[config.mk]
export PLATFORM = sky130hd
export DESIGN_NAME = asmd_decode
export DESIGN_NICKNAME = d
export VERILOG_FILES = /design/src/rtl/asmd_pkg.sv /design/src/rtl/asmd_ea_if.sv /design/src/rtl/asmd_ea.sv /design/src/rtl/asmd_decode.sv
export VERILOG_INCLUDE_DIRS = /design/src /design/src/rtl
export SDC_FILE = /design/constraint.sdc
export NUM_CORES = 2
export LEC_CHECK = 0
export BUFFER_PORTS_ARGS = -buffer_cell sky130_fd_sc_hd__buf_4
export CORE_UTILIZATION = 45
export CTS_CLUSTER_DIAMETER = 100
export CTS_CLUSTER_SIZE = 25
export DETAILED_ROUTE_END_ITERATION = 10
export GPL_TIMING_DRIVEN = 0
export PLACE_DENSITY = 0.59
export SLEW_MARGIN = 25
export SYNTH_ARGS = -nofsm -noshare
export SYNTH_HDL_FRONTEND = slang
export SYNTH_SLANG_ARGS = --single-unit
[constraint.sdc]
create_clock -name mclk -period 16.32 [get_ports mclk]
set_input_delay 0.816 -clock mclk [delete_from_list [all_inputs] [get_ports mclk]]
set_output_delay 0.816 -clock mclk [all_outputs]
set_load 0.05 [all_outputs]
[src/rtl/asmd_regs.svh]
`ifndef ASMD_REGS_SVH
`define ASMD_REGS_SVH

// opcode patterns, compared against the top bits of the first byte
`define ASMD_OPC_SBB_RM 6'b000110
`define ASMD_OPC_SBB_ACC 7'b0001110
`define ASMD_OPC_GRP1 6'b100000
`define ASMD_OPC_GRPFF 7'b1111111
`define ASMD_OPC_DEC_REG 5'b01001
`define ASMD_OPC_GRPF6 7'b1111011
`define ASMD_OPC_CMP_RM 6'b001110
`define ASMD_OPC_CMP_ACC 7'b0011110
`define ASMD_OPC_AAS 8'h3f
`define ASMD_OPC_DAS 8'h2f
`define ASMD_OPC_AAM 8'hd4

// reg-field selectors inside the grouped opcodes
`define ASMD_REG_SBB 3'h3
`define ASMD_REG_CMP 3'h7
`define ASMD_REG_DEC 3'h1
`define ASMD_REG_NEG 3'h3
`define ASMD_REG_MUL 3'h4
`define ASMD_REG_SIGNED_PRODUCT_OP 3'h5
`define ASMD_REG_DIV 3'h6

// mod/reg/rm field positions
`define ASMD_MOD_HI 7
`define ASMD_MOD_LO 6
`define ASMD_REG_HI 5
`define ASMD_REG_LO 3
`define ASMD_RM_HI 2
`define ASMD_RM_LO 0

// base clock counts
`define ASMD_CLK_RR 8'd3
`define ASMD_CLK_MEM_TO_REG 8'd9
`define ASMD_CLK_REG_TO_MEM 8'd16
`define ASMD_CLK_IMM_REG 8'd4
`define ASMD_CLK_IMM_MEM 8'd17
`define ASMD_CLK_ACC 8'd4
`define ASMD_CLK_DEC_REG 8'd2
`define ASMD_CLK_DEC_MEM 8'd15
`define ASMD_CLK_NEG_REG 8'd3
`define ASMD_CLK_NEG_MEM 8'd16
`define ASMD_CLK_CMP_MEM 8'd9
`define ASMD_CLK_ADJ 8'd4
`define ASMD_CLK_MUL8 8'd71
`define ASMD_CLK_MUL16 8'd124
`define ASMD_CLK_IMUL8 8'd90
`define ASMD_CLK_IMUL16 8'd144
`define ASMD_CLK_AAM 8'd83
`define ASMD_CLK_DIV8 8'd90
`define ASMD_CLK_DIV16 8'd155

// operand address cycle defaults
`define ASMD_EA_DIRECT 5'd6
`define ASMD_EA_BASE 5'd5
`define ASMD_EA_PAIR_FAST 5'd7
`define ASMD_EA_PAIR_SLOW 5'd8
`define ASMD_EA_DISP_ADD 5'd4

// status flag positions in the 6-bit flag vector
`define ASMD_F_OF 5
`define ASMD_F_SF 4
`define ASMD_F_ZF 3
`define ASMD_F_AF 2
`define ASMD_F_PF 1
`define ASMD_F_CF 0
`define ASMD_FLAGS_RST 6'h00

`endif

[src/rtl/asmd_pkg.sv]
package asmd_pkg;
	typedef enum logic [4:0] {
		OP_NONE, OP_SBB_RM, OP_SBB_IMM, OP_SBB_ACC, OP_DEC_RM, OP_DEC_REG,
		OP_NEG, OP_CMP_RM, OP_CMP_IMM, OP_CMP_ACC, OP_AAS, OP_DAS,
		OP_MUL, OP_SIGNED_PRODUCT_OP, OP_AAM, OP_DIV, OP_GRP1, OP_GRPFF, OP_GRPF6
	} asmd_op_e;
	typedef enum logic [1:0] {DST_RM, DST_REG, DST_ACC} asmd_dst_e;
	typedef enum logic [2:0] {
		S_IDLE = 3'b000, S_MODRM = 3'b001, S_DISP = 3'b011,
		S_IMM = 3'b010, S_EXEC = 3'b110
	} asmd_state_e;
	typedef logic [5:0] asmd_flags_t;
endpackage

[src/rtl/asmd_ea_if.sv]
`timescale 1ns/1ps
`default_nettype none
interface asmd_ea_if;
	logic [1:0] mode;
	logic [2:0] rm;
	logic is_mem;
	logic [1:0] disp_len;
	logic [4:0] ea_cycles;
	modport calc (input mode, rm, output is_mem, disp_len, ea_cycles);
	modport user (output mode, rm, input is_mem, disp_len, ea_cycles);
endinterface
`default_nettype wire

[src/rtl/asmd_ea.sv]
`timescale 1ns/1ps
`default_nettype none
`include "asmd_regs.svh"
module asmd_ea #(
	parameter logic [4:0] EA_DIRECT = `ASMD_EA_DIRECT,
	parameter logic [4:0] EA_BASE = `ASMD_EA_BASE,
	parameter logic [4:0] EA_PAIR_FAST = `ASMD_EA_PAIR_FAST,
	parameter logic [4:0] EA_PAIR_SLOW = `ASMD_EA_PAIR_SLOW,
	parameter logic [4:0] EA_DISP_ADD = `ASMD_EA_DISP_ADD
) (
	// address mode fields in, cycle count out
	asmd_ea_if.calc ea
);
	logic direct;
	logic [4:0] base;

	// mode 3 names a register, so no address time at all
	assign direct = (ea.mode == 2'h0) && (ea.rm == 3'h6);
	assign ea.is_mem = (ea.mode != 2'h3);
	assign ea.disp_len = direct ? 2'h2 : (ea.mode == 2'h1) ? 2'h1 :
		(ea.mode == 2'h2) ? 2'h2 : 2'h0;

	// two-register sums are slower; the pairs 0 and 3 share one adder path
	always_comb begin
		unique case (ea.rm)
			3'h0, 3'h3: base = EA_PAIR_FAST;
			3'h1, 3'h2: base = EA_PAIR_SLOW;
			default: base = EA_BASE;
		endcase
	end

	assign ea.ea_cycles = !ea.is_mem ? 5'h00 : direct ? EA_DIRECT :
		(ea.mode == 2'h0) ? base : 5'(base + EA_DISP_ADD);
endmodule // asmd_ea
`default_nettype wire

[src/rtl/asmd_decode.sv]
`timescale 1ns/1ps
`default_nettype none
`include "asmd_regs.svh"
module asmd_decode (
	// clock and reset
	input wire logic mclk,
	input wire logic rst_n,
	// instruction byte stream
	input wire logic ibyte_valid,
	input wire logic [7:0] ibyte,
	output logic ibyte_ready,
	// operands and incoming flags, valid from the first execute cycle
	input wire logic [15:0] op_dst,
	input wire logic [15:0] op_src,
	input wire logic [15:0] op_ext,
	input wire asmd_pkg::asmd_flags_t flags_in,
	// decoded instruction
	output asmd_pkg::asmd_op_e op_q,
	output asmd_pkg::asmd_dst_e dst_sel_q,
	output logic word_q,
	output logic [2:0] reg_sel_q,
	output logic [1:0] mode_q,
	output logic [2:0] rm_sel_q,
	output logic is_mem,
	output logic [15:0] disp_q,
	output logic [15:0] imm_q,
	// execution results
	output logic busy,
	output logic done_q,
	output logic bad_op_q,
	output logic [15:0] result_q,
	output logic [15:0] result_hi_q,
	output logic wr_dst_q,
	output logic wr_hi_q,
	output logic div_error_q,
	output asmd_pkg::asmd_flags_t flags_q
);
	import asmd_pkg::*;

	asmd_state_e state_q;
	logic [1:0] left_q;
	logic [7:0] cnt_q;
	logic first_q;
	logic sext_q;
	logic dir_q;
	logic [7:0] total;
	logic take;
	asmd_ea_if eab ();

	asmd_ea u_ea (
		.ea(eab.calc)
	);

	assign eab.mode = mode_q;
	assign eab.rm = rm_sel_q;
	assign is_mem = (op_q == OP_DEC_REG || op_q == OP_AAS || op_q == OP_DAS ||
		op_q == OP_AAM || op_q == OP_SBB_ACC || op_q == OP_CMP_ACC) ? 1'b0 : eab.is_mem;
	assign ibyte_ready = (state_q != S_EXEC);
	assign take = ibyte_valid && ibyte_ready;
	assign busy = (state_q != S_IDLE);

	// base clocks per form, plus address time for memory operands
	function automatic logic [7:0] clocks_for(asmd_op_e op, logic w, logic d, logic mem,
		logic [4:0] ea);
		logic [7:0] b;
		b = 8'h00;
		unique case (op)
			OP_SBB_RM: b = !mem ? `ASMD_CLK_RR : d ? `ASMD_CLK_MEM_TO_REG :
				`ASMD_CLK_REG_TO_MEM;
			OP_SBB_IMM, OP_CMP_IMM: b = mem ? `ASMD_CLK_IMM_MEM : `ASMD_CLK_IMM_REG;
			OP_SBB_ACC, OP_CMP_ACC: b = `ASMD_CLK_ACC;
			OP_DEC_RM: b = mem ? `ASMD_CLK_DEC_MEM : `ASMD_CLK_DEC_REG;
			OP_DEC_REG: b = `ASMD_CLK_DEC_REG;
			OP_NEG: b = mem ? `ASMD_CLK_NEG_MEM : `ASMD_CLK_NEG_REG;
			OP_CMP_RM: b = mem ? `ASMD_CLK_CMP_MEM : `ASMD_CLK_RR;
			OP_AAS, OP_DAS: b = `ASMD_CLK_ADJ;
			OP_MUL: b = w ? `ASMD_CLK_MUL16 : `ASMD_CLK_MUL8;
			OP_SIGNED_PRODUCT_OP: b = w ? `ASMD_CLK_IMUL16 : `ASMD_CLK_IMUL8;
			OP_AAM: b = `ASMD_CLK_AAM;
			OP_DIV: b = w ? `ASMD_CLK_DIV16 : `ASMD_CLK_DIV8;
			default: b = 8'h01;
		endcase
		clocks_for = mem ? 8'(b + {3'h0, ea}) : b;
	endfunction

	// subtract a - b - cin at byte or word width; returns {flags, difference}
	function automatic logic [21:0] sub_flags(logic [15:0] a, logic [15:0] b, logic cin,
		logic w);
		logic [8:0] d8;
		logic [16:0] d16;
		logic [15:0] r;
		logic sa;
		logic sb;
		logic sr;
		asmd_flags_t f;
		d8 = {1'b0, a[7:0]} - {1'b0, b[7:0]} - {8'h00, cin};
		d16 = {1'b0, a} - {1'b0, b} - {16'h0000, cin};
		r = w ? d16[15:0] : {8'h00, d8[7:0]};
		sa = w ? a[15] : a[7];
		sb = w ? b[15] : b[7];
		sr = w ? r[15] : r[7];
		f[`ASMD_F_CF] = w ? d16[16] : d8[8];
		f[`ASMD_F_OF] = (sa ^ sb) & (sa ^ sr);
		f[`ASMD_F_AF] = a[4] ^ b[4] ^ r[4];
		f[`ASMD_F_ZF] = w ? (r == 16'h0000) : (r[7:0] == 8'h00);
		f[`ASMD_F_SF] = sr;
		f[`ASMD_F_PF] = ~^r[7:0];
		sub_flags = {f, r};
	endfunction

	assign total = clocks_for(op_q, word_q, dir_q, is_mem, eab.ea_cycles);

	// opcode classification and field capture
	always_ff @(posedge mclk or negedge rst_n) begin
		if (!rst_n) begin
			op_q <= OP_NONE;
			dst_sel_q <= DST_RM;
			word_q <= 1'b0;
			dir_q <= 1'b0;
			sext_q <= 1'b0;
			reg_sel_q <= 3'h0;
			mode_q <= 2'h3;
			rm_sel_q <= 3'h0;
		end else if (take && state_q == S_IDLE) begin
			word_q <= ibyte[0];
			dir_q <= ibyte[1];
			sext_q <= ibyte[1];
			mode_q <= 2'h3;
			dst_sel_q <= ibyte[1] ? DST_REG : DST_RM;
			if (ibyte[7:2] == `ASMD_OPC_SBB_RM) op_q <= OP_SBB_RM;
			else if (ibyte[7:2] == `ASMD_OPC_CMP_RM) op_q <= OP_CMP_RM;
			else if (ibyte[7:2] == `ASMD_OPC_GRP1) begin
				op_q <= OP_GRP1;
				dst_sel_q <= DST_RM;
			end else if (ibyte[7:1] == `ASMD_OPC_SBB_ACC || ibyte[7:1] == `ASMD_OPC_CMP_ACC) begin
				op_q <= ibyte[5] ? OP_CMP_ACC : OP_SBB_ACC;
				dst_sel_q <= DST_ACC;
			end else if (ibyte[7:1] == `ASMD_OPC_GRPFF) begin
				op_q <= OP_GRPFF;
				dst_sel_q <= DST_RM;
			end else if (ibyte[7:1] == `ASMD_OPC_GRPF6) begin
				op_q <= OP_GRPF6;
				dst_sel_q <= DST_RM;
			end else if (ibyte[7:3] == `ASMD_OPC_DEC_REG) begin
				op_q <= OP_DEC_REG;
				word_q <= 1'b1;
				reg_sel_q <= ibyte[2:0];
				dst_sel_q <= DST_REG;
			end else if (ibyte == `ASMD_OPC_AAS || ibyte == `ASMD_OPC_DAS ||
				ibyte == `ASMD_OPC_AAM) begin
				op_q <= (ibyte == `ASMD_OPC_AAS) ? OP_AAS : (ibyte == `ASMD_OPC_DAS) ?
					OP_DAS : OP_AAM;
				word_q <= 1'b0;
				dst_sel_q <= DST_ACC;
			end else op_q <= OP_NONE;
		end else if (take && state_q == S_MODRM) begin
			mode_q <= ibyte[`ASMD_MOD_HI:`ASMD_MOD_LO];
			reg_sel_q <= ibyte[`ASMD_REG_HI:`ASMD_REG_LO];
			rm_sel_q <= ibyte[`ASMD_RM_HI:`ASMD_RM_LO];
			// group opcodes resolve on the reg field
			unique case (op_q)
				OP_GRP1: op_q <= (ibyte[5:3] == `ASMD_REG_SBB) ? OP_SBB_IMM :
					(ibyte[5:3] == `ASMD_REG_CMP) ? OP_CMP_IMM : OP_NONE;
				OP_GRPFF: op_q <= (ibyte[5:3] == `ASMD_REG_DEC) ? OP_DEC_RM : OP_NONE;
				OP_GRPF6: begin
					unique case (ibyte[5:3])
						`ASMD_REG_NEG: op_q <= OP_NEG;
						`ASMD_REG_MUL: op_q <= OP_MUL;
						`ASMD_REG_SIGNED_PRODUCT_OP: op_q <= OP_SIGNED_PRODUCT_OP;
						`ASMD_REG_DIV: op_q <= OP_DIV;
						default: op_q <= OP_NONE;
					endcase
				end
				default: op_q <= op_q;
			endcase
		end
	end

	// byte fetch sequencing and execute countdown
	always_ff @(posedge mclk or negedge rst_n) begin
		if (!rst_n) begin
			state_q <= S_IDLE;
			left_q <= 2'h0;
			cnt_q <= 8'h00;
			first_q <= 1'b0;
			disp_q <= 16'h0000;
			imm_q <= 16'h0000;
		end else begin
			first_q <= 1'b0;
			unique case (state_q)
				S_IDLE: if (take) begin
					imm_q <= 16'h0000;
					disp_q <= 16'h0000;
					if (ibyte[7:2] == `ASMD_OPC_SBB_RM || ibyte[7:2] == `ASMD_OPC_CMP_RM ||
						ibyte[7:2] == `ASMD_OPC_GRP1 || ibyte[7:1] == `ASMD_OPC_GRPFF ||
						ibyte[7:1] == `ASMD_OPC_GRPF6)
						state_q <= S_MODRM;
					else if (ibyte[7:1] == `ASMD_OPC_SBB_ACC ||
						ibyte[7:1] == `ASMD_OPC_CMP_ACC) begin
						state_q <= S_IMM;
						left_q <= ibyte[0] ? 2'h2 : 2'h1;
					end else if (ibyte == `ASMD_OPC_AAM) begin
						state_q <= S_IMM;
						left_q <= 2'h1;
					end else if (ibyte[7:3] == `ASMD_OPC_DEC_REG || ibyte == `ASMD_OPC_AAS ||
						ibyte == `ASMD_OPC_DAS) begin
						state_q <= S_EXEC;
						first_q <= 1'b1;
					end
				end
				S_MODRM: if (take) begin
					// address time needs the new mode, so count loads on the next state
					if (ibyte[7:6] != 2'h3 && (ibyte[7:6] != 2'h0 || ibyte[2:0] == 3'h6)) begin
						state_q <= S_DISP;
						left_q <= (ibyte[7:6] == 2'h1) ? 2'h1 : 2'h2;
					end else if (op_q == OP_GRP1) begin
						state_q <= S_IMM;
						left_q <= ({sext_q, word_q} == 2'b01) ? 2'h2 : 2'h1;
					end else begin
						state_q <= S_EXEC;
						first_q <= 1'b1;
					end
				end
				S_DISP: if (take) begin
					if (eab.disp_len == 2'h2) disp_q <= {ibyte, disp_q[15:8]};
					else disp_q <= {{8{ibyte[7]}}, ibyte};
					left_q <= 2'(left_q - 2'h1);
					if (left_q == 2'h1) begin
						if (op_q == OP_SBB_IMM || op_q == OP_CMP_IMM) begin
							state_q <= S_IMM;
							left_q <= ({sext_q, word_q} == 2'b01) ? 2'h2 : 2'h1;
						end else begin
							state_q <= S_EXEC;
							first_q <= 1'b1;
						end
					end
				end
				S_IMM: if (take) begin
					// low byte first; a lone byte sign-extends when s and w are set
					if (left_q == 2'h2) imm_q <= {8'h00, ibyte};
					else if (imm_q[15:8] == 8'h00 && word_q && {sext_q, word_q} == 2'b01 &&
						dst_sel_q != DST_ACC || (dst_sel_q == DST_ACC && word_q &&
						op_q != OP_AAM))
						imm_q <= {ibyte, imm_q[7:0]};
					else imm_q <= (sext_q && word_q && op_q != OP_AAM) ?
						{{8{ibyte[7]}}, ibyte} : {8'h00, ibyte};
					left_q <= 2'(left_q - 2'h1);
					if (left_q == 2'h1) begin
						state_q <= S_EXEC;
						first_q <= 1'b1;
					end
				end
				S_EXEC: begin
					if (first_q) cnt_q <= 8'(total - 8'h01);
					else cnt_q <= 8'(cnt_q - 8'h01);
					if (op_q == OP_NONE || op_q == OP_GRP1 || op_q == OP_GRPFF ||
						op_q == OP_GRPF6 || (!first_q && cnt_q == 8'h01) ||
						(first_q && total == 8'h01))
						state_q <= S_IDLE;
				end
				default: state_q <= S_IDLE;
			endcase
		end
	end

	// arithmetic on the first execute cycle, registered at its end, ahead of done_q
	always_ff @(posedge mclk or negedge rst_n) begin
		logic [21:0] s;
		logic [15:0] b;
		logic [31:0] p;
		logic [7:0] al;
		logic [7:0] ah;
		if (!rst_n) begin
			result_q <= 16'h0000;
			result_hi_q <= 16'h0000;
			wr_dst_q <= 1'b0;
			wr_hi_q <= 1'b0;
			div_error_q <= 1'b0;
			flags_q <= `ASMD_FLAGS_RST;
		end else if (first_q) begin
			b = (op_q == OP_SBB_IMM || op_q == OP_CMP_IMM || dst_sel_q == DST_ACC) ?
				imm_q : op_src;
			s = 22'h000000;
			p = 32'h00000000;
			al = op_dst[7:0];
			ah = op_dst[15:8];
			flags_q <= flags_in;
			wr_dst_q <= 1'b1;
			wr_hi_q <= 1'b0;
			div_error_q <= 1'b0;
			result_hi_q <= 16'h0000;
			unique case (op_q)
				OP_SBB_RM, OP_SBB_IMM, OP_SBB_ACC, OP_CMP_RM, OP_CMP_IMM, OP_CMP_ACC: begin
					s = sub_flags(op_dst, b, (op_q == OP_SBB_RM || op_q == OP_SBB_IMM ||
						op_q == OP_SBB_ACC) && flags_in[`ASMD_F_CF], word_q);
					flags_q <= s[21:16];
					result_q <= s[15:0];
					wr_dst_q <= !(op_q == OP_CMP_RM || op_q == OP_CMP_IMM ||
						op_q == OP_CMP_ACC);
				end
				OP_DEC_RM, OP_DEC_REG: begin
					s = sub_flags(op_dst, 16'h0001, 1'b0, word_q);
					flags_q <= {s[21:17], flags_in[`ASMD_F_CF]};
					result_q <= s[15:0];
				end
				OP_NEG: begin
					s = sub_flags(16'h0000, op_dst, 1'b0, word_q);
					flags_q <= {s[21:17], s[15:0] != 16'h0000};
					result_q <= s[15:0];
				end
				OP_AAS: begin
					if (al[3:0] > 4'h9 || flags_in[`ASMD_F_AF]) begin
						al = 8'(al - 8'h06);
						ah = 8'(ah - 8'h01);
						flags_q[`ASMD_F_AF] <= 1'b1;
						flags_q[`ASMD_F_CF] <= 1'b1;
					end else begin
						flags_q[`ASMD_F_AF] <= 1'b0;
						flags_q[`ASMD_F_CF] <= 1'b0;
					end
					result_q <= {ah, 4'h0, al[3:0]};
				end
				OP_DAS: begin
					s = sub_flags({8'h00, al}, 16'h0006, 1'b0, 1'b0);
					if (al[3:0] > 4'h9 || flags_in[`ASMD_F_AF]) al = s[7:0];
					if (op_dst[7:0] > 8'h99 || flags_in[`ASMD_F_CF]) al = 8'(al - 8'h60);
					flags_q <= {flags_in[`ASMD_F_OF], al[7], al == 8'h00,
						op_dst[3:0] > 4'h9 || flags_in[`ASMD_F_AF], ~^al,
						op_dst[7:0] > 8'h99 || flags_in[`ASMD_F_CF]};
					result_q <= {ah, al};
				end
				OP_AAM: begin
					// a zero base cannot divide; flagged and the accumulator kept
					if (imm_q[7:0] == 8'h00) begin
						div_error_q <= 1'b1;
						wr_dst_q <= 1'b0;
					end else begin
						ah = al / imm_q[7:0];
						al = al % imm_q[7:0];
						flags_q[`ASMD_F_SF] <= al[7];
						flags_q[`ASMD_F_ZF] <= (al == 8'h00);
						flags_q[`ASMD_F_PF] <= ~^al;
					end
					result_q <= {ah, al};
				end
				OP_MUL, OP_SIGNED_PRODUCT_OP: begin
					if (op_q == OP_MUL)
						p = word_q ? 32'(op_dst * op_src) : {16'h0000, 16'(al * op_src[7:0])};
					else if (word_q) p = 32'($signed(op_dst) * $signed(op_src));
					else p = {16'h0000, 16'($signed(al) * $signed(op_src[7:0]))};
					result_q <= p[15:0];
					result_hi_q <= p[31:16];
					wr_hi_q <= word_q;
					// upper half beyond the low half's reach sets both flags
					flags_q[`ASMD_F_OF] <= (op_q == OP_MUL) ? (word_q ? p[31:16] != 16'h0000 :
						p[15:8] != 8'h00) : (word_q ? p[31:16] != {16{p[15]}} :
						p[15:8] != {8{p[7]}});
					flags_q[`ASMD_F_CF] <= (op_q == OP_MUL) ? (word_q ? p[31:16] != 16'h0000 :
						p[15:8] != 8'h00) : (word_q ? p[31:16] != {16{p[15]}} :
						p[15:8] != {8{p[7]}});
				end
				OP_DIV: begin
					// quotient must fit the low half, else nothing is written
					if (word_q ? (op_src == 16'h0000 || op_ext >= op_src) :
						(op_src[7:0] == 8'h00 || ah >= op_src[7:0])) begin
						div_error_q <= 1'b1;
						wr_dst_q <= 1'b0;
					end else if (word_q) begin
						result_q <= 16'({op_ext, op_dst} / {16'h0000, op_src});
						result_hi_q <= 16'({op_ext, op_dst} % {16'h0000, op_src});
						wr_hi_q <= 1'b1;
					end else begin
						result_q <= {8'(op_dst % {8'h00, op_src[7:0]}),
							8'(op_dst / {8'h00, op_src[7:0]})};
					end
				end
				default: wr_dst_q <= 1'b0;
			endcase
		end
	end

	// completion and rejection pulses
	always_ff @(posedge mclk or negedge rst_n) begin
		if (!rst_n) begin
			done_q <= 1'b0;
			bad_op_q <= 1'b0;
		end else begin
			done_q <= (state_q == S_EXEC) && op_q != OP_NONE && op_q != OP_GRP1 &&
				op_q != OP_GRPFF && op_q != OP_GRPF6 &&
				((!first_q && cnt_q == 8'h01) || (first_q && total == 8'h01));
			bad_op_q <= (state_q == S_EXEC) && first_q && (op_q == OP_NONE ||
				op_q == OP_GRP1 || op_q == OP_GRPFF || op_q == OP_GRPF6);
		end
	end
endmodule // asmd_decode
`default_nettype wire

Word-level counts from Yosys, hierarchy flattened
Cells that the tools add are included.

word-level totals
  bits in registers = 106
  latch bits = 0
  RAM bits = 0
  bits in read-only memories = 0
  input port bits = 65
  output and inout port bits = 94
  word-level logic and storage cells = 428
  memories kept = 0

operators by class
  add/sub/neg operators = 17
  $mul = 4
  div/mod/pow operators = 6
  magnitude comparators = 4
  eq/ne operators = 84
  shifts and indexed selects = 0
  muxes and demuxes = 174
  bitwise gates (word level) = 11
  reduce and logical (&&, ||, !) cells = 106

operators with widths
  kind                                              number
  2-to-1 mux 16 bit                                 14
  2-to-1 mux 32 bit                                 5
  one-hot mux 16 bit (8 select lines)               1
  2-to-1 mux 8 bit                                  13
  one-hot mux 16 bit (2 select lines)               3
  one-hot mux 8 bit (11 select lines)               1
  2-to-1 mux 3 bit                                  26
  2-to-1 mux 5 bit                                  15
  logical NOT 16 bit                                4
  logical NOT 8 bit                                 8
  multiplier 16 x 16 -> 32 bit                      2
  2-to-1 mux 2 bit                                  28
  == test 5 x 4 -> 1 bit, second input constant     9
  2-to-1 mux 1 bit                                  44
  XNOR reduction 8 bit                              5
  != test 2 bit, second input constant              18
  divider 32 x 16 -> 32 bit                         1
  logical OR 1 bit                                  32
  remainder unit 32 x 16 -> 32 bit                  1
  multiplier 8 x 8 -> 16 bit                        2
  2-to-1 mux 4 bit                                  8
  nonzero test 16 bit                               2
  subtractor 8 x 1 -> 8 bit, second input constant  4
  AND reduction 8 bit                               3
  other kinds (78)                                  157

Depth between registers and ports, before layout
  word-level depth = 16
  depth in mapped cells = 463

Hierarchy
From an unflattened synthesis, not the netlist that was laid out.

second synthesis, totals
  cell total of the unflattened synthesis = 7,350
  area total of the unflattened synthesis = 56,401.6 sq um

modules (own cells, without submodules)
  module       instances  cells each  area each (sq um)  sequential area each (sq um)
  asmd_decode  1          7,330       56,280.2           2,655.0
  asmd_ea      1          20          121.4              0.0

Worst setup path before layout
No wires, ideal clock.

  path kind = input to register
  from = input op_src[0]
  to = register result_hi_q[10]
  library setup time = 0.127 ns
  arrival = 92.931 ns
  data required time = 16.193 ns
  path slack = -76.737 ns
  cell stages on the path = 442
  buffers on the path = 43
  cell sequence = inv_1 > ha_1 > o2111ai_1 > nor4_1 > xor2_1 > ha_1 > o21ai_0 > nor2b_1 > a21oi_1 > o22ai_1 > ha_1 > a21oi_1 > nand2_1 > and3_1 > o21ai_1 > inv_1 > ha_1 > o21a_1 > [406 not listed] > o21bai_1 > a21oi_1 > o21bai_1 > a21oi_1 > o21bai_1 > a21oi_1 > nor2b_1 > o21ai_0 > nand3_1 > a21o_1 > a21oi_1 > nand2_1 > a2111oi_0 > a31oi_1 > a211oi_4 > buf_6 > mux2i_1 > o21ai_1

between the ends
  cells in the longest elaborated chain, start to end = 6
  elaborated cells between the ends (all ways) = 18
  those cells by class = 2 x mul; 1 x div; 2 x order compare; 9 x mux; 4 x reduce/logical

ends and longest elaborated chain
  item                                                                      RTL line            text
  start: declaration                                                        asmd_decode.sv:14   input wire logic [15:0] op_src,
  branches (longest 5 deep; another with remainder unit 32 x 16 -> 32 bit)  --
  one-hot mux 16 bit (2 select lines) *                                     asmd_decode.sv:292  unique case (op_q)
  end signal: assignment                                                    asmd_decode.sv:352  result_hi_q <= p[31:16];
  end signal: assignment                                                    asmd_decode.sv:370  result_hi_q <= 16'({op_ext, op_dst} % {16'h0000, op_src});
  end: declaration                                                          asmd_decode.sv:32   output logic [15:0] result_hi_q,

Every way passes the cells marked *. The select of a mux whose other input is x is not followed.
A chain may end at the register's enable or synchronous reset.

Final worst setup path
  from = input op_ext[2]
  to = register result_hi_q[4]

between the ends
  cells in the longest elaborated chain, start to end = 5
  elaborated cells between the ends (all ways) = 7
  those cells by class = 1 x div; 1 x order compare; 4 x mux; 1 x reduce/logical

ends and longest elaborated chain
  item                                                                      RTL line            text
  start: declaration                                                        asmd_decode.sv:15   input wire logic [15:0] op_ext,
  branches (longest 3 deep; another with remainder unit 32 x 16 -> 32 bit)  --
  2-to-1 mux 16 bit *                                                       asmd_decode.sv:364  if (word_q ? (op_src == 16'h0000 || op_ext >= op_src) :
  one-hot mux 16 bit (2 select lines) *                                     asmd_decode.sv:292

Every way passes the cells marked *.

==> out/qor.yml <==
yosys:
  synthMuxAreaShare_pct: 4.01
  syn-num-nets: 8725
  synth-seq-cells: 106
  synth.avg_cell_area_um2: 7.63
  synth_edf_count: 0
  synth-simple-area-share_pct: 19.8
  yosysWarnings: 0
  synth-compound-area-share_pct: 24.0
  seq_area_frac_synth_pct: 4.72
  synth_top_family_by_area: "adder cells"
  ys_async_sr_fraction_pct: 100
  synth_ff_type: "dfrtp_1"
  syn_inst: 7364
  netlist_area_um2: 56200
  synth_xor_area_share_pct: 5.83
  synth_cell_types: 120
  synthAdderAreaFrac_pct: 35.0
floorplanning:
  fp-row-count: 129
  die_w_um: 355
  core-area_um2: 124000
  start_util_pct: 45.4
  die_h_um: 355
  die-area_um2: 126000
  io_pins: 159
sta:
  final-setup-viol-count: 32
  fin_crit_sh_pct: 507
  finClkSkew_ps: 18.1
  setup_slack_ps: -66370
  final_hold_viol_count: 0
  max_freq_ghz: 0.0121
  maxSlewViolCount: 0
  fin_crit_ps: 82690
  whs_ps: 330
  tightest_slew_ps: 1240
  rsz0062_at_grt: "true"
  slew_headroom_pct: 17.2
final_layout:
  drive_above_1_share_pct: 23.1
  area_growth_pct: 27.9
  design_area_um2: 71900
  final_nets: 9686
  utilization_pct: 58.1
drt:
  ant_nets: 0
  num_vias: 60048
  first_pass_iters: 11
  drcViolationCount: 4
  totalWireLength_mm: 226
  drt_iter0_markers: 4584
  wl_per_cell_um: 22.6
  viasPerCell: 6.02
placed_design:
  dp_hpwl_mm: 173
  io_buffer_count: 152
  place.gp.congestion: 1.02
  place_ws_ps: -78990
  place_area_um2: 61400
setup_path:
  crit_path_max_incr_delay_ps: 540
  cp.required_ps: 16580
  critPathKind: "input pin to flop"
  cp_slowest_cell: "or4_4"
  crit_arrival_ps: 82960
  cp-start-kind: "input pin"
  cp-end-kind: "flop"
  cp_max_fo: 8
  critPathMostFrequentCell: "o21a_1"
cts:
  clock_sinks: 106
  clk_latency_ps: 400
  cts.htree.levels: 3
  clockBufferDepth: 2
  numCtsBuffers: 9
  cts_tree: "done"
  clkTransAtPathRegs_ps: 80
  cts_root_buf: "clkbuf_16"
run_status:
  failed_checks: "DRC, setup timing"
  status: "finished, violations left"
global_route:
  grt_pass1_wl_mm: 339
  grt.overflow.total: 0
  grt_pass1_vias: 58811
  track_usage_pct: 34.4
  antenna_found_initial: 15
  grt_max_degree: 71
worst_hold_path:
  hp-class: "input pin to async pin"
flow_run:
  maxCapViolCount: 0
==> critical path: cells and delay by family <==
family / cells / cell delay, ps
buffers and inverters: 78 / 10090
XOR/XNOR: 1 / 260
multiplexers: 9 / 2340
AND/OR/NAND/NOR: 77 / 14950
adder cells (fa/ha/maj): 30 / 7670
AO/OA/AOI/OAI: 252 / 46710
==> synthesized netlist by cell type, drive strengths merged (72+ instances only) <==
| cell | number | area share, % |
|---|---|---|
| nor3 | 373 | 3.3 |
| nand3 | 123 | 1.1 |
| nand2 | 756 | 5.0 |
| o21bai | 85 | 1.1 |
| o31ai | 192 | 2.6 |
| o21ai | 404 | 3.6 |
| a21oi | 441 | 3.9 |
| clkbuf | 221 | 1.5 |
| a21o | 146 | 2.0 |
| inv | 674 | 4.5 |
| dfrtp | 104 | 4.6 |
| o21a | 316 | 4.2 |
| nor2 | 633 | 4.2 |
| xor2 | 116 | 1.8 |
| xnor2 | 258 | 4.0 |
| fa | 457 | 16 |
| mux2 | 132 | 2.7 |
| mux2i | 72 | 1.3 |
| ha | 839 | 19 |
==> metal layers <==
metal / part of all wire [%] / vias to the layer above / track usage [%] / wire length [um]
met5: 0.031 / - / 0 / 69
met4: 5.0 / 10 / 14.8 / 11200
met3: 6.7 / 482 / 3.79 / 15100
met2: 46 / 2076 / 56.8 / 103000
met1: 43 / 29289 / 45.3 / 96200
li1: - / 28191 / - / -
==> worst paths after layout <==
path	startpoint	to	slack, ps	cells after the start
worst min register to register	result_q[2]	result_q[2]	490	2
worst min-delay path	rst_n	done_q	330	1
max in group asynchronous	rst_n	imm_q[12]	15290	2
min in group mclk	result_q[2]	result_q[2]	490	2
worst max-delay path	op_ext[2]	result_hi_q[4]	-66370	447
worst max register to register	imm_q[6]	flags_q[3]	900	76
==> per-stage QoR <==
| stage | TNS, ps | cells |
|---|---|---|
| floorplan | -1634830 | 7364 |
| global placement | -2006230 | 9153 |
| detailed placement | -1998330 | 9171 |
| CTS | -1665350 | 9743 |
| global route | -1739600 | 9972 |
| finish | -1654660 | 9972 |
==> what timing repair did <==
action | in CTS | in global routing
endpoints found under the setup margin | 34 | 34
setup buffers | 562 | 232
gates resized for setup | 479 | 346
pin swaps | 402 | 418
hold buffers | 0 | 0
hold endpoints to repair | 0 | 0
cloned | 6 | 0
==> cells by family (layout without fill, tap and decap cells) <==
| group | after synthesis | after routing |
|---|---|---|
| buffers and inverters | 968 | 1934 |
| XOR/XNOR | 374 | 374 |
| flip-flops | 106 | 106 |
| multiplexers | 206 | 206 |
| adder cells (fa/ha/maj) | 1297 | 1297 |
| other | 1 | 6 |
| AO/OA/AOI/OAI | 2019 | 2019 |
| AND/OR/NAND/NOR | 2393 | 2393 |
==> cell type report <==
class	instances	area, um2
Multi-Input combinational cell	6290	54600
Buffer	263	1890
Antenna cell	5	12.5
Fill cell	11335	51900
Inverter	687	2620
Tap cell	1637	2050
Clock inverter	7	96.3
Sequential cell	106	2660
Clock buffer	9	225
Timing Repair Buffer	968	7780
==> layout by cell type, fill, tap and decap left out, drive strengths merged, types with 58 or more instances in the layout <==
| cell type | netlist | final |
|---|---|---|
| buf | 60 | 1046 |
| xnor2 | 258 | 258 |
| inv | 674 | 675 |
| xor2 | 116 | 116 |
| o21bai | 85 | 85 |
| nand3 | 123 | 123 |
| a21oi | 441 | 441 |
| nor2b | 61 | 61 |
| fa | 457 | 457 |
| mux2 | 132 | 132 |
| o21ai | 404 | 404 |
| nand2b | 62 | 62 |
| a21o | 146 | 146 |
| nand2 | 756 | 756 |
| o21a | 316 | 316 |
| nand4 | 62 | 62 |
| or3 | 58 | 58 |
| mux2i | 72 | 72 |
| dfrtp | 104 | 104 |
| nor2 | 633 | 633 |
| nor3 | 373 | 373 |
| ha | 839 | 839 |
| clkbuf | 221 | 194 |
| o31ai | 192 | 192 |
==> sequential cells by signal, indices dropped and copies added (netlist names) <==
register     count
disp_q          16
done_q           1
wr_hi_q          1
result_q        16
mode_q           2
op_q             5
imm_q           16
cnt_q            8
flags_q          6
word_q           1
dir_q            1
wr_dst_q         1
rm_sel_q         3
left_q           2
div_error_q      1
reg_sel_q        3
result_hi_q     16
dst_sel_q        2
first_q          1
state_q          3
bad_op_q         1
Power is left out: the tool's default activity adds up to more than one toggle a clock period on the data nets, which glitch-free logic cannot reach.
